File: config.mk
export PLATFORM = sky130hd
export DESIGN_NAME = ewci_top
export DESIGN_NICKNAME = d
export VERILOG_FILES = /design/src/shared/ewci_pkg.sv /design/src/logic/ewci_top.sv
export SDC_FILE = /design/constraint.sdc
export NUM_CORES = 1
export LEC_CHECK = 0
export BUFFER_PORTS_ARGS = -buffer_cell sky130_fd_sc_hd__buf_4
export CORE_MARGIN = 3
export CORE_UTILIZATION = 37
export DETAILED_ROUTE_END_ITERATION = 8
export GPL_TIMING_DRIVEN = 0
export SLEW_MARGIN = 20
export SYNTH_ARGS = -nofsm -noshare
export SYNTH_HDL_FRONTEND = slang
export SYNTH_SLANG_ARGS = --single-unit
File: constraint.sdc
create_clock -name i_clk -period 3.83 [get_ports i_clk]
set_clock_uncertainty 0.15 [all_clocks]
set_input_delay 0.383 -clock i_clk [delete_from_list [all_inputs] [get_ports i_clk]]
set_output_delay 0.383 -clock i_clk [all_outputs]
set_load 0.1 [all_outputs]
File: src/shared/ewci_pkg.sv
/*
 * Package of the external weld control input block: register map, field
 * positions, reset values, timing counts and the carrier structs.
 * Assumes a 10 MHz system clock and an AHB-Lite bus with 32-bit data.
 */
package ewci_pkg;
    localparam int unsigned CLK_HZ        = 10_000_000;
    localparam int unsigned END_MS        = 40;
    localparam int unsigned END_CYCLES    = (CLK_HZ / 1000) * END_MS;

    // Register byte offsets
    localparam logic [7:0]  OFS_CTRL      = 8'h00;
    localparam logic [7:0]  OFS_STATUS    = 8'h04;
    localparam logic [7:0]  OFS_INPUTS    = 8'h08;

    // CTRL fields
    localparam int unsigned CTRL_HV       = 0;
    localparam int unsigned CTRL_AIM      = 1;
    localparam int unsigned CTRL_CAVITY   = 2;
    localparam int unsigned CTRL_DLV_LSB  = 4;
    localparam int unsigned CTRL_PRG_LSB  = 8;
    localparam int unsigned CTRL_CLR      = 13;
    localparam logic [31:0] CTRL_RESET    = 32'h0000_0000;

    // STATUS fields
    localparam int unsigned ST_HV         = 0;
    localparam int unsigned ST_READY      = 1;
    localparam int unsigned ST_FAULT_FREE = 2;
    localparam int unsigned ST_END        = 3;
    localparam int unsigned ST_ACCEPT     = 4;
    localparam int unsigned ST_EMIT       = 5;
    localparam int unsigned ST_WELD_HALT  = 6;
    localparam int unsigned ST_BRANCH     = 7;
    localparam int unsigned ST_DLV_LSB    = 8;
    localparam int unsigned ST_PRG_LSB    = 12;

    localparam logic [1:0]  HTRANS_NONSEQ = 2'h2;

    typedef struct packed {
        logic       high_voltage_switch;
        logic       fault_clear;
        logic       trigger;
        logic       halt;
        logic       aim;
        logic       external_control_select;
        logic       cavity_shutter;
        logic [3:0] delivery_sel;
        logic [4:0] program_sel;
    } ewci_contacts_t;

    typedef struct packed {
        logic        hsel;
        logic [31:0] haddr;
        logic [1:0]  htrans;
        logic        hwrite;
        logic [2:0]  hsize;
        logic [31:0] hwdata;
        logic        hready;
    } ewci_ahb_req_t;
endpackage : ewci_pkg

File: src/logic/ewci_top.sv
/*
 * Decoder of the discrete contact inputs of the main control connector,
 * the stop connector and the door interlock, with an AHB-Lite register file.
 * Assumes contacts arrive as closed-high levels and one 10 MHz clock.
 */
// Contract
// - High voltage follows its switch input (code: only while external select is closed, else CTRL bit 0)
// - Fault clear acts only once cause gone
// - Halt input ends repeated output, 1 ms
// - Aiming light only while request held
// - Other inputs act only when selected
// - Four independent delivery unit selects
// - Program number is weighted five-bit sum
// - Stop connector error halts welding
// - Door open closes branch shutter at once
// - Ready when voltage on and charged
// - Pulse-end output 40 ms after flash
// - Fault-free low until fault cleared
// - Input-accepted follows external select
`timescale 1ns/1ps
module ewci_top
    import ewci_pkg::*;
#(
    parameter int unsigned END_LEN = END_CYCLES
) (
    input  wire logic                 i_clk,
    input  wire logic                 i_resetn,
    input  wire ewci_pkg::ewci_ahb_req_t i_ahb,
    output logic                      o_hreadyout,
    output logic                      o_hresp,
    output logic [31:0]               o_hrdata,
    input  wire ewci_pkg::ewci_contacts_t i_contacts,
    input  wire logic                 i_stop_error,
    input  wire logic                 i_stop_request,
    input  wire logic                 i_door_open,
    input  wire logic                 i_fault_event,
    input  wire logic                 i_fault_cause,
    input  wire logic                 i_cap_charged,
    input  wire logic                 i_lamp_flashed,
    output logic                      o_high_voltage,
    output logic                      o_ready,
    output logic                      o_fault_free,
    output logic                      o_pulse_end,
    output logic                      o_input_accepted,
    output logic                      o_fire,
    output logic                      o_emitting,
    output logic                      o_aim_light,
    output logic                      o_cavity_open,
    output logic [3:0]                o_delivery_sel,
    output logic [4:0]                o_program,
    output logic                      o_weld_halt,
    output logic                      o_branch_close
);
    import ewci_pkg::*;

    localparam int unsigned SW = $bits(ewci_contacts_t) + 3;

    logic [SW-1:0]  sync1_q;
    logic [SW-1:0]  sync2_q;
    ewci_contacts_t cin;
    logic           stop_err_s;
    logic           stop_req_s;
    logic           door_s;
    logic           trig_prev_q;
    logic           halt_prev_q;
    logic           sel;
    logic [31:0]    ctrl_q;
    logic           clr_pulse;
    logic           fault_q;
    logic [31:0]    end_cnt_q;
    logic           emit_q;
    logic           fire_q;
    logic           hv_q;
    logic           aim_q;
    logic           cav_q;
    logic [3:0]     dlv_q;
    logic [4:0]     prg_q;
    logic           halt_q;
    logic           branch_q;
    logic           ph_wr_q;
    logic [7:0]     ph_addr_q;
    logic           acc;
    logic [31:0]    status;
    logic [31:0]    rdata_q;
    logic           trig_rise;
    logic           halt_rise;

    // Two-stage contact synchroniser
    always_ff @(posedge i_clk) begin
        if (!i_resetn) begin
            sync1_q <= '0;
            sync2_q <= '0;
        end else begin
            sync1_q <= {i_stop_error, i_stop_request, i_door_open, i_contacts};
            sync2_q <= sync1_q;
        end
    end

    assign cin        = ewci_contacts_t'(sync2_q[SW-4:0]);
    assign stop_err_s = sync2_q[SW-1];
    assign stop_req_s = sync2_q[SW-2];
    assign door_s     = sync2_q[SW-3];
    assign sel        = cin.external_control_select;

    always_ff @(posedge i_clk) begin
        if (!i_resetn) begin
            trig_prev_q <= 1'b0;
            halt_prev_q <= 1'b0;
        end else begin
            trig_prev_q <= cin.trigger;
            halt_prev_q <= cin.halt;
        end
    end

    assign trig_rise = sel && cin.trigger && !trig_prev_q;
    assign halt_rise = sel && cin.halt && !halt_prev_q;

    // Steered outputs: contacts when selected, CTRL register otherwise; weld halt from stop inputs, branch from door
    always_ff @(posedge i_clk) begin
        if (!i_resetn) begin
            hv_q     <= 1'b0;
            aim_q    <= 1'b0;
            cav_q    <= 1'b0;
            dlv_q    <= '0;
            prg_q    <= '0;
            halt_q   <= 1'b0;
            branch_q <= 1'b0;
        end else begin
            hv_q     <= sel ? cin.high_voltage_switch : ctrl_q[CTRL_HV];
            aim_q    <= sel ? cin.aim : ctrl_q[CTRL_AIM];
            cav_q    <= sel ? cin.cavity_shutter : ctrl_q[CTRL_CAVITY];
            dlv_q    <= sel ? cin.delivery_sel : ctrl_q[CTRL_DLV_LSB +: 4];
            prg_q    <= sel ? cin.program_sel : ctrl_q[CTRL_PRG_LSB +: 5];
            halt_q   <= stop_err_s || stop_req_s;
            branch_q <= door_s;
        end
    end

    // Fault latch, set wins over clear
    assign clr_pulse = (sel && cin.fault_clear) || (ph_wr_q && ph_addr_q == OFS_CTRL
                       && i_ahb.hwdata[CTRL_CLR]);
    always_ff @(posedge i_clk) begin
        if (!i_resetn) begin
            fault_q <= 1'b0;
        end else if (i_fault_event) begin
            fault_q <= 1'b1;
        end else if (clr_pulse && !i_fault_cause) begin
            fault_q <= 1'b0;
        end
    end

    // Fire on trigger edge, emission held until halt, stop, fault or high voltage off
    always_ff @(posedge i_clk) begin
        if (!i_resetn) begin
            fire_q <= 1'b0;
            emit_q <= 1'b0;
        end else begin
            fire_q <= trig_rise && cin.halt && o_ready && !fault_q && !halt_q;
            if (halt_rise || halt_q || fault_q || !hv_q) begin
                emit_q <= 1'b0;
            end else if (fire_q) begin
                emit_q <= 1'b1;
            end
        end
    end

    // Pulse-end stretcher
    always_ff @(posedge i_clk) begin
        if (!i_resetn) begin
            end_cnt_q <= '0;
        end else if (i_lamp_flashed) begin
            end_cnt_q <= END_LEN;
        end else if (end_cnt_q != '0) begin
            end_cnt_q <= end_cnt_q - 32'h0000_0001;
        end
    end

    // AHB-Lite slave, zero wait states
    assign acc = i_ahb.hsel && i_ahb.htrans == HTRANS_NONSEQ && i_ahb.hready;

    always_ff @(posedge i_clk) begin
        if (!i_resetn) begin
            ph_wr_q   <= 1'b0;
            ph_addr_q <= '0;
        end else begin
            ph_wr_q   <= acc && i_ahb.hwrite;
            ph_addr_q <= i_ahb.haddr[7:0];
        end
    end

    always_ff @(posedge i_clk) begin
        if (!i_resetn) begin
            ctrl_q <= CTRL_RESET;
        end else if (ph_wr_q && ph_addr_q == OFS_CTRL) begin
            ctrl_q <= i_ahb.hwdata & 32'h0000_1ff7;
        end
    end

    always_comb begin
        status = '0;
        status[ST_HV]                = hv_q;
        status[ST_READY]             = o_ready;
        status[ST_FAULT_FREE]        = !fault_q;
        status[ST_END]               = o_pulse_end;
        status[ST_ACCEPT]            = sel;
        status[ST_EMIT]              = emit_q;
        status[ST_WELD_HALT]         = halt_q;
        status[ST_BRANCH]            = branch_q;
        status[ST_DLV_LSB +: 4]      = dlv_q;
        status[ST_PRG_LSB +: 5]      = prg_q;
    end

    always_ff @(posedge i_clk) begin
        if (!i_resetn) begin
            rdata_q <= '0;
        end else if (acc && !i_ahb.hwrite) begin
            case (i_ahb.haddr[7:0])
                OFS_CTRL:   rdata_q <= ctrl_q;
                OFS_STATUS: rdata_q <= status;
                OFS_INPUTS: rdata_q <= {13'h0000, stop_err_s, stop_req_s, door_s, cin};
                default:    rdata_q <= '0;
            endcase
        end
    end

    assign o_hreadyout      = 1'b1;
    assign o_hresp          = 1'b0;
    assign o_hrdata         = rdata_q;
    assign o_high_voltage   = hv_q;
    assign o_ready          = hv_q && i_cap_charged;
    assign o_fault_free     = !fault_q;
    assign o_pulse_end      = end_cnt_q != '0;
    assign o_input_accepted = sel;
    assign o_fire           = fire_q;
    assign o_emitting       = emit_q;
    assign o_aim_light      = aim_q;
    assign o_cavity_open    = cav_q;
    assign o_delivery_sel   = dlv_q;
    assign o_program        = prg_q;
    assign o_weld_halt      = halt_q;
    assign o_branch_close   = branch_q;

    AST_HV_FOLLOWS: assert property (@(posedge i_clk) disable iff (!i_resetn)
        sel |=> o_high_voltage == $past(cin.high_voltage_switch))
        else $error("High voltage does not follow its switch");
    AST_AIM_FOLLOWS: assert property (@(posedge i_clk) disable iff (!i_resetn)
        sel && !cin.aim |=> !o_aim_light) else $error("Aiming light on without request");
    AST_BRANCH_CLOSE: assert property (@(posedge i_clk) disable iff (!i_resetn)
        $rose(i_door_open) |-> ##3 o_branch_close) else $error("Branch shutter late on door open");
    AST_READY: assert property (@(posedge i_clk) disable iff (!i_resetn)
        o_ready |-> o_high_voltage && i_cap_charged) else $error("Ready without charge");
    AST_FAULT_HOLD: assert property (@(posedge i_clk) disable iff (!i_resetn)
        !o_fault_free && i_fault_cause |=> !o_fault_free) else $error("Fault cleared with cause present");
    AST_END_LEN: assert property (@(posedge i_clk) disable iff (!i_resetn)
        i_lamp_flashed |=> o_pulse_end && end_cnt_q == END_LEN) else $error("Pulse end not started");
    AST_FIRE_ONCE: assert property (@(posedge i_clk) disable iff (!i_resetn)
        o_fire |=> !o_fire) else $error("Trigger fired twice");
    AST_IGNORE: assert property (@(posedge i_clk) disable iff (!i_resetn)
        !sel |=> !o_fire) else $error("Fire while external control off");
    AST_HALT: assert property (@(posedge i_clk) disable iff (!i_resetn)
        halt_rise || o_weld_halt |=> !o_emitting) else $error("Emission not ended by halt");
    AST_PROGRAM: assert property (@(posedge i_clk) disable iff (!i_resetn)
        sel ##1 sel |-> o_program == $past(cin.program_sel)) else $error("Program number wrong");
endmodule : ewci_top

==> flow_summary.ini, run 1 <==
[timing]
hold_viol_final = 0
fmax_ghz = 0.2965
tightestPinTransition_ns = 0.9400
report.final.slew_viol_count = 0
rsz0062_at_grt = no
finalCritPeriodShare = 0.8807
post-route-min-period_ns = 3.373
tns_ns = 0
relSlewSlack = 0.3718
finalSetupViolCount = 0

[worst_setup_path]
reg2reg_slack_ns = 1.05
worst_ep_arrival_time_ns = 2.84
critPathBufInv = 5
cp_cell_sequence = or4_1, buf_2, or3_1, buf_6, nor4_4, buf_4, inv_1, buf_4
crit_path_end_kind = output pin
reg2reg_depth = 8
crit_end = o_pulse_end
cp_top_family = simple AND/OR/NAND/NOR gates
critPathMaxStageDelay_ns = 0.51
startpoint = end_cnt_q[19]
crit_type = reg -> out
cp.required_ns = 3.30
r2r_start = end_cnt_q[19]
crit_cells = 8
critPathSlowestCell = or4_1
path_max_fanout = 10
r2r_end = end_cnt_q[18]
critPathMostFrequentCell = buf_4
startpoint_type = register

[synthesis]
synth_flop_cell = dfxtp_1
syn_inst = 551
synth.avg_cell_area_sq_um = 9.512
synth_edf_count = 0
yosys_warnings = 0
yosysUniqueCellTypes = 56
ys_ff_latch = 129
ys_async_sr_fraction = 0
synth.yosys.seq_area_share = 0.4927
synth_area_sq_um = 5241

[floorplanning]
die_width_um = 125.0
die_area_sq_um = 15630
coreArea_sq_um = 13560
die_h_um = 125.0
pin_count = 151
start_util = 0.3866
rows = 42

[drt]
totalWireLength_mm = 13.30
ant_nets = 0
wl_per_cell_um = 15.50
avgViaCountPerCell = 4.951
drcViolationCount = 0
firstDrtPassIters = 4
drt_iter0_markers = 245
vias = 4248

[place]
dp_cells = 828
port_buffers = 88
place_hpwl_mm = 10.04
gp_congestion = 0.8492

[cells_and_area]
layout_commonest_cell = dfxtp_1
drive_gt1_frac = 0.2419
area_delta_synth_final_pct = 28.98
mostFrequentLayoutCells = dfxtp_1 (129), buf_4 (106), nor2_1 (57)
instances_no_fill = 858
n_fill_cell = 1299
diodes = 0
nNetsFinal = 770

[clock_tree]
clockRootBuffer = clkbuf_16
clk_pin_slew_worst_paths_ns = 0.06
htreeDepth = 4
tritoncts = done
numClockSinks = 129
cts_setup_buffers = 0
cts-resized-gates = 0
clk_path_buf_depth = 2
numCtsBuffers = 17
cts_hold_buf = 0
clock_latency_ns = 0.41

[grt]
grt_overflow = 0
antenna_found_initial = 0
grt_first_pass_wirelength_mm = 21.55
grt_pass1_vias = 4217
grt_max_degree = 17
grt_usage = 0.1716

[outcome]
status = completed

[worst_hold_path]
hold_path_class = in -> reg

[job]
cap_violations = 0

[power]
ir_drop_mv = 0.3568
power_leakage_nw = 2.864
power_density_nw_per_um2 = 510.0
==> worst reg2reg max path, stage by stage (launching register included) <==
cell     delay [ns]
dfxtp_1        0.33
or4_1          0.51
buf_2          0.16
or3_1          0.36
buf_6          0.16
o31ai_4        0.44
buf_6          0.22
nor4_1         0.06
o31a_1         0.27
==> flip-flops by register name, indices dropped and copies added, names as in the netlist, 4 cells and up <==
signal and cells:
o_hrdata 19, sync2_q 19, end_cnt_q 32, ctrl_q 12, o_program 5, o_delivery_sel 4
sync1_q 19, ph_addr_q 8
==> report_power, final <==
group	switching [mW]	internal, mW	leakage [nW]	total, mW
logic	0.287	0.163	1.52	0.450
clock network	0.561	1.02	0.287	1.58
registers	0.0324	1.39	1.05	1.42
==> through the flow <==
step | setup WS, ns | util | power, mW | area, sq um | hold WS [ns]
2_1_floorplan | 1.025 | - | 1.772 | 5290 | 0.2233
4_1_cts | 0.4541 | 0.4986 | 3.475 | 6760 | 0.01383
3_5_place_dp | 0.9188 | 0.4552 | 1.896 | 6172 | 0.2401
6_report | 0.4569 | 0.4986 | 3.448 | 6760 | 0.02689
3_3_place_gp | 0.9098 | 0.4552 | 1.889 | 6171 | 0.2463
5_1_grt | 0.3664 | 0.4986 | 3.582 | 6760 | 0.01244
==> cell families after synthesis <==
family                     share of synthesized area
and+or+nand+nor                               0.2313
buffers and inverters                        0.06135
other                                       0.001433
adders and majority gates                   0.004774
muxes                                        0.07281
AOI/OAI and AO/OA                             0.1289
DFF                                           0.4927
xor gates and xnor gates                    0.006685
==> metal layers <==
metal / track usage / routed length, um / vias to the layer above
met5: 0 / 0 / -
met4: 0.07270 / 313 / 0
met3: 0.04520 / 737 / 22
met2: 0.2825 / 6243 / 113
met1: 0.2131 / 6006 / 1953
li1: - / - / 2160
==> layout make-up <==
cell class | count | area (sq um) | share of cell area
tap | 176 | 220.2 | 0.03257
clock inverter | 9 | 107.6 | 0.01592
inverter | 10 | 37.54 | 0.005552
multi-input combinational | 377 | 2387 | 0.3531
sequential | 129 | 2582 | 0.3820
timing repair buffer | 88 | 660.6 | 0.09772
clock buffer | 21 | 480.5 | 0.07107
buffer | 48 | 284.0 | 0.04201
==> how the worst min path moves through the flow <==
| stage | end | start | slack (ns) | cells after the start |
|---|---|---|---|---|
| after floorplan | o_fire | trig_prev_q | 0.22 | 1 |
| after global placement | o_fire | trig_prev_q | 0.25 | 1 |
| after detailed placement | o_fire | trig_prev_q | 0.24 | 1 |
| after CTS | sync1_q[14] | i_contacts[14] | 0.01 | 2 |
| after global routing | sync1_q[14] | i_contacts[14] | 0.01 | 2 |
| final | sync1_q[14] | i_contacts[14] | 0.03 | 2 |
==> synthesized netlist by cell type (5+ instances only) <==
master | instances | area, sq um
or3_1 | 7 | 43.79
dfxtp_1 | 129 | 2582
or4_1 | 14 | 105.1
nor3_1 | 8 | 40.04
buf_1 | 5 | 18.77
o21ai_0 | 20 | 100.1
buf_4 | 18 | 135.1
nand3_1 | 12 | 60.06
nor2_1 | 57 | 214.0
a22oi_1 | 11 | 82.58
and2_1 | 52 | 325.3
a21oi_1 | 21 | 105.1
o31a_1 | 6 | 52.55
o31ai_1 | 5 | 37.54
clkbuf_1 | 18 | 67.56
or2_2 | 7 | 43.79
nand2_1 | 31 | 116.4
mux2i_1 | 37 | 370.4
nor4_1 | 12 | 75.07
inv_1 | 10 | 37.54
Note: power is estimated with default switching activity, not from simulation.
==> inputs of run 2 (changes only) <==
--- a/config.mk
+++ b/config.mk
@@ -7,9 +7,10 @@
 export LEC_CHECK = 0
 export BUFFER_PORTS_ARGS = -buffer_cell sky130_fd_sc_hd__buf_4
 export CORE_MARGIN = 3
-export CORE_UTILIZATION = 37
+export CORE_UTILIZATION = 56
 export DETAILED_ROUTE_END_ITERATION = 8
 export GPL_TIMING_DRIVEN = 0
+export PLACE_DENSITY = 0.85
 export SLEW_MARGIN = 20
 export SYNTH_ARGS = -nofsm -noshare
 export SYNTH_HDL_FRONTEND = slang
==> flow_summary.ini, run 2 (synthesis gave the netlist of run 1 again) <==
[floorplanning]
pin_count = 151
rows = 34
die_h_um = 102.7
start_util = 0.5895
die_area_sq_um = 10560
coreArea_sq_um = 8891
die_width_um = 102.7

[worst_setup_path]
startpoint = end_cnt_q[19]
crit_path_end_kind = output pin
cp_cell_sequence = or4_1, buf_2, or3_1, buf_6, nor4_4, buf_4, inv_1, buf_4
critPathMaxStageDelay_ns = 0.51
critPathMostFrequentCell = buf_4
cp.required_ns = 3.30
startpoint_type = register
crit_type = reg -> out
reg2reg_slack_ns = 1.10
path_max_fanout = 10
r2r_start = end_cnt_q[19]
critPathSlowestCell = or4_1
reg2reg_depth = 8
worst_ep_arrival_time_ns = 2.95

[clock_tree]
htreeDepth = 4
clk_pin_slew_worst_paths_ns = 0.06
numCtsBuffers = 17
cts_hold_buf = 38
clock_latency_ns = 0.52
tritoncts = done
cts_setup_buffers = 0
cts-resized-gates = 0
clockRootBuffer = clkbuf_8
clk_path_buf_depth = 2
numClockSinks = 129

[cells_and_area]
area_delta_synth_final_pct = 34.83
final_util = 0.7948
largest_register_ffs = 32
n_fill_cell = 536
mostFrequentLayoutCells = dfxtp_1 (129), buf_4 (106), nor2_1 (57)
stdcell_area_sq_um = 7067
drive_gt1_frac = 0.2288
layout_commonest_cell = dfxtp_1
diodes = 0
nNetsFinal = 808
regMostFlops = end_cnt_q

[drt]
wl_met1_mm = 5.923
ant_nets = 0
met3WireLength_mm = 1.221
avgViaCountPerCell = 5.813
highest_layer = met4
vias = 4819
firstDrtPassIters = 5
dr_wl_met2_mm = 7.207
drcViolationCount = 0
drt_iter0_markers = 369
wl_per_cell_um = 17.79
totalWireLength_mm = 14.74

[place]
place_hpwl_mm = 9.706
port_buffers = 88
gp_congestion = 0.9150
placed_area_sq_um = 6086

[grt]
grt_usage = 0.2876
antenna_found_initial = 0
grt_overflow = 0
grt_max_degree = 17
grt_pass1_vias = 4660
grt_first_pass_wirelength_mm = 23.28

[timing]
post-route-min-period_ns = 3.479
tns_ns = 0
report.final.slew_viol_count = 0
finalCritPeriodShare = 0.9082
tightestPinTransition_ns = 0.8921
hold_viol_final = 0
rsz0062_at_grt = no
fmax_ghz = 0.2875
relSlewSlack = 0.4038
finalSetupViolCount = 0

[power]
finalPower_mw = 3.526
ir_drop_mv = 0.2899
power_density_nw_per_um2 = 499.0
power_leakage_nw = 3.024

[worst_hold_path]
min_from = i_fault_cause
hold_path_class = in -> reg
holdPathStages = 3

[outcome]
status = completed

[job]
cap_violations = 0
## run 2: stage by stage
stage	hold WS, ns	worst slack [ns]	instances
6_report	0.008510	0.3514	829
5_1_grt	0.02177	0.2815	829
4_1_cts	0.002851	0.3765	829
3_5_place_dp	0.2452	0.9468	760
3_3_place_gp	0.2361	0.9500	760
2_1_floorplan	0.2233	1.025	564
## run 2: final cells by class
cell class / instances / area, sq um / area share
Sequential cell: 129 / 2582 / 0.3654
Multi-Input combinational cell: 377 / 2387 / 0.3378
Timing Repair Buffer: 126 / 1041 / 0.1473
Clock buffer: 20 / 445.4 / 0.06303
Buffer: 48 / 284.0 / 0.04019
Clock inverter: 11 / 153.9 / 0.02178
Tap cell: 108 / 135.1 / 0.01912
Inverter: 10 / 37.54 / 0.005312
## run 2: report_power, final
group	internal [mW]	switching, mW	total [mW]	leakage, nW
combinational	0.189	0.301	0.490	1.68
clock	1.03	0.585	1.61	0.288
sequential	1.39	0.0352	1.42	1.05
## run 2: layer usage
layer  global-route usage  up-vias
li1                     -     2234
met1               0.3490     2276
met2               0.4911      259
met3              0.06834       50
met4               0.1185        0
met5                    0        -
## run 2: worst paths after layout
kind / end
worst max-delay path: o_pulse_end
worst min-delay path: fault_q
worst max register to register: end_cnt_q[18]
worst min register to register: sync2_q[5]
## run 2: critical path: cells and delay by family, from the launching register on
family	cells	cell delay, ns
DFF	1	0.33
and+or+nand+nor	3	1.11
buffers and inverters	5	0.98
==> inputs of run 3 (changes only) <==
--- a/config.mk
+++ b/config.mk
@@ -6,11 +6,14 @@
 export NUM_CORES = 1
 export LEC_CHECK = 0
 export BUFFER_PORTS_ARGS = -buffer_cell sky130_fd_sc_hd__buf_4
+export CELL_PAD_IN_SITES_DETAIL_PLACEMENT = 1
+export CELL_PAD_IN_SITES_GLOBAL_PLACEMENT = 2
 export CORE_MARGIN = 3
-export CORE_UTILIZATION = 56
+export CORE_UTILIZATION = 33
+export CTS_CLUSTER_SIZE = 30
 export DETAILED_ROUTE_END_ITERATION = 8
 export GPL_TIMING_DRIVEN = 0
-export PLACE_DENSITY = 0.85
+export PLACE_DENSITY_LB_ADDON = 0.1
 export SLEW_MARGIN = 20
 export SYNTH_ARGS = -nofsm -noshare
 export SYNTH_HDL_FRONTEND = slang
==> flow_summary.ini, run 3 (synthesis gave the netlist of run 1 again) <==
[outcome]
status = completed

[drt]
ant_nets = 0
drcViolationCount = 0
avgViaCountPerCell = 4.886
totalWireLength_mm = 15.47
wl_per_cell_um = 17.29
drt_iter0_markers = 229
firstDrtPassIters = 5
vias = 4373

[floorplanning]
pin_count = 151
start_util = 0.3410
die_h_um = 132.0
die_width_um = 132.0
die_area_sq_um = 17430
coreArea_sq_um = 15370
rows = 45

[grt]
grt_first_pass_wirelength_mm = 24.66
grt_usage = 0.1795
grt_overflow = 0
grt_pass1_vias = 4383
grt_max_degree = 17
antenna_found_initial = 0

[worst_setup_path]
crit_type = reg -> out
cp_cell_sequence = or4_1, buf_2, or3_1, buf_6, nor4_4, buf_4, inv_1, buf_4
critPathMostFrequentCell = buf_4
critPathSlowestCell = or4_1
crit_path_end_kind = output pin
cp.required_ns = 3.30
worst_ep_arrival_time_ns = 2.80
critPathBufInv = 5
cp_top_family = simple AND/OR/NAND/NOR gates
critPathMaxStageDelay_ns = 0.51
startpoint_type = register
path_max_fanout = 10

[clock_tree]
cts_setup_buffers = 0
clockRootBuffer = clkbuf_16
tritoncts = done
numClockSinks = 129
clk_pin_slew_worst_paths_ns = 0.06
clk_path_buf_depth = 2
htreeDepth = 4
clock_latency_ns = 0.41
cts_hold_buf = 0
cts-resized-gates = 0
numCtsBuffers = 17

[place]
port_buffers = 88
gp_congestion = 0.8040
place_hpwl_mm = 11.66

[timing]
post-route-min-period_ns = 3.336
finalSetupViolCount = 0
rsz0062_at_grt = no
report.final.slew_viol_count = 0
tightestPinTransition_ns = 0.7854
tns_ns = 0
finalCritPeriodShare = 0.8711
fmax_ghz = 0.2997
hold_viol_final = 0
relSlewSlack = 0.4716

[cells_and_area]
area_delta_synth_final_pct = 30.20
regMostFlops = end_cnt_q
mostFrequentLayoutCells = dfxtp_1 (129), buf_4 (106), nor2_1 (57)
layout_commonest_cell = dfxtp_1
nNetsFinal = 770
diodes = 0
largest_register_ffs = 32
drive_gt1_frac = 0.2442

[power]
power_leakage_nw = 2.874
power_density_nw_per_um2 = 520.0
finalPower_mw = 3.548
ir_drop_mv = 0.3123

[job]
cap_violations = 0

[worst_hold_path]
hold_path_class = in -> reg
-- run 3: cell types whose count changed in the layout (fill, tap and decap cells not counted) --
cell	delta
bufinv_16	-1
clkbuf_1	-1
clkbuf_16	+1
clkbuf_8	-2
clkinv_2	-1
clkinvlp_4	-1
dlygate4sd3_1	-38
inv_6	+4
inv_8	+2
-- run 3: final timing paths --
| kind | slack, ns | start | depth (start not counted) | to |
|---|---|---|---|---|
| worst max-delay path | 0.49 | end_cnt_q[19] | 8 | o_pulse_end |
| worst min-delay path | 0.02 | i_contacts[3] | 2 | sync1_q[3] |
| worst min register to register | 0.26 | trig_prev_q | 1 | o_fire |
| worst max register to register | 1.06 | end_cnt_q[24] | 6 | end_cnt_q[18] |
-- run 3: layout make-up --
cell class,count,area (sq um)
fill,1785,8547
timing repair buffer,88,660.6
clock inverter,14,168.9
multi-input combinational,377,2387
sequential,129,2582
buffer,48,284.0
inverter,10,37.54
clock buffer,18,439.2
tap,211,264.0
-- run 3: worst reg2reg max path, stage by stage (launching register included) --
cell	delay, ns
dfxtp_1	0.34
nor4_1	0.50
nand4_1	0.53
o31ai_4	0.59
buf_6	0.22
nor4_1	0.06
o31a_1	0.27
-- run 3: where the power goes --
part	leakage (nW)	switching [mW]	internal (mW)
Clock	0.297	0.664	1.00
Combinational	1.52	0.299	0.164
Sequential	1.05	0.0342	1.39
-- run 3: metal layers --
layer | share of wire | track usage | vias to the layer above
li1 | - | - | 2162
met1 | 0.50 | 0.2556 | 2097
met2 | 0.44 | 0.2685 | 103
met3 | 0.045 | 0.04275 | 11
met4 | 0.0098 | 0.05659 | 0
met5 | 0 | 0 | -
-- run 3: stage by stage --
| stage | utilization | instances | worst slack [ns] | hold WS [ns] | cell area [sq um] |
|---|---|---|---|---|---|
| floorplan | - | 564 | 1.025 | 0.2233 | 5290 |
| detailed placement | 0.4043 | 863 | 0.9004 | 0.2382 | 6215 |
| CTS | 0.4439 | 895 | 0.4457 | 0.002115 | 6823 |
| global route | 0.4440 | 895 | 0.3074 | 0.002752 | 6824 |
| global placement | 0.4043 | 863 | 0.9120 | 0.2364 | 6215 |
| finish | 0.4440 | 895 | 0.4937 | 0.01950 | 6824 |
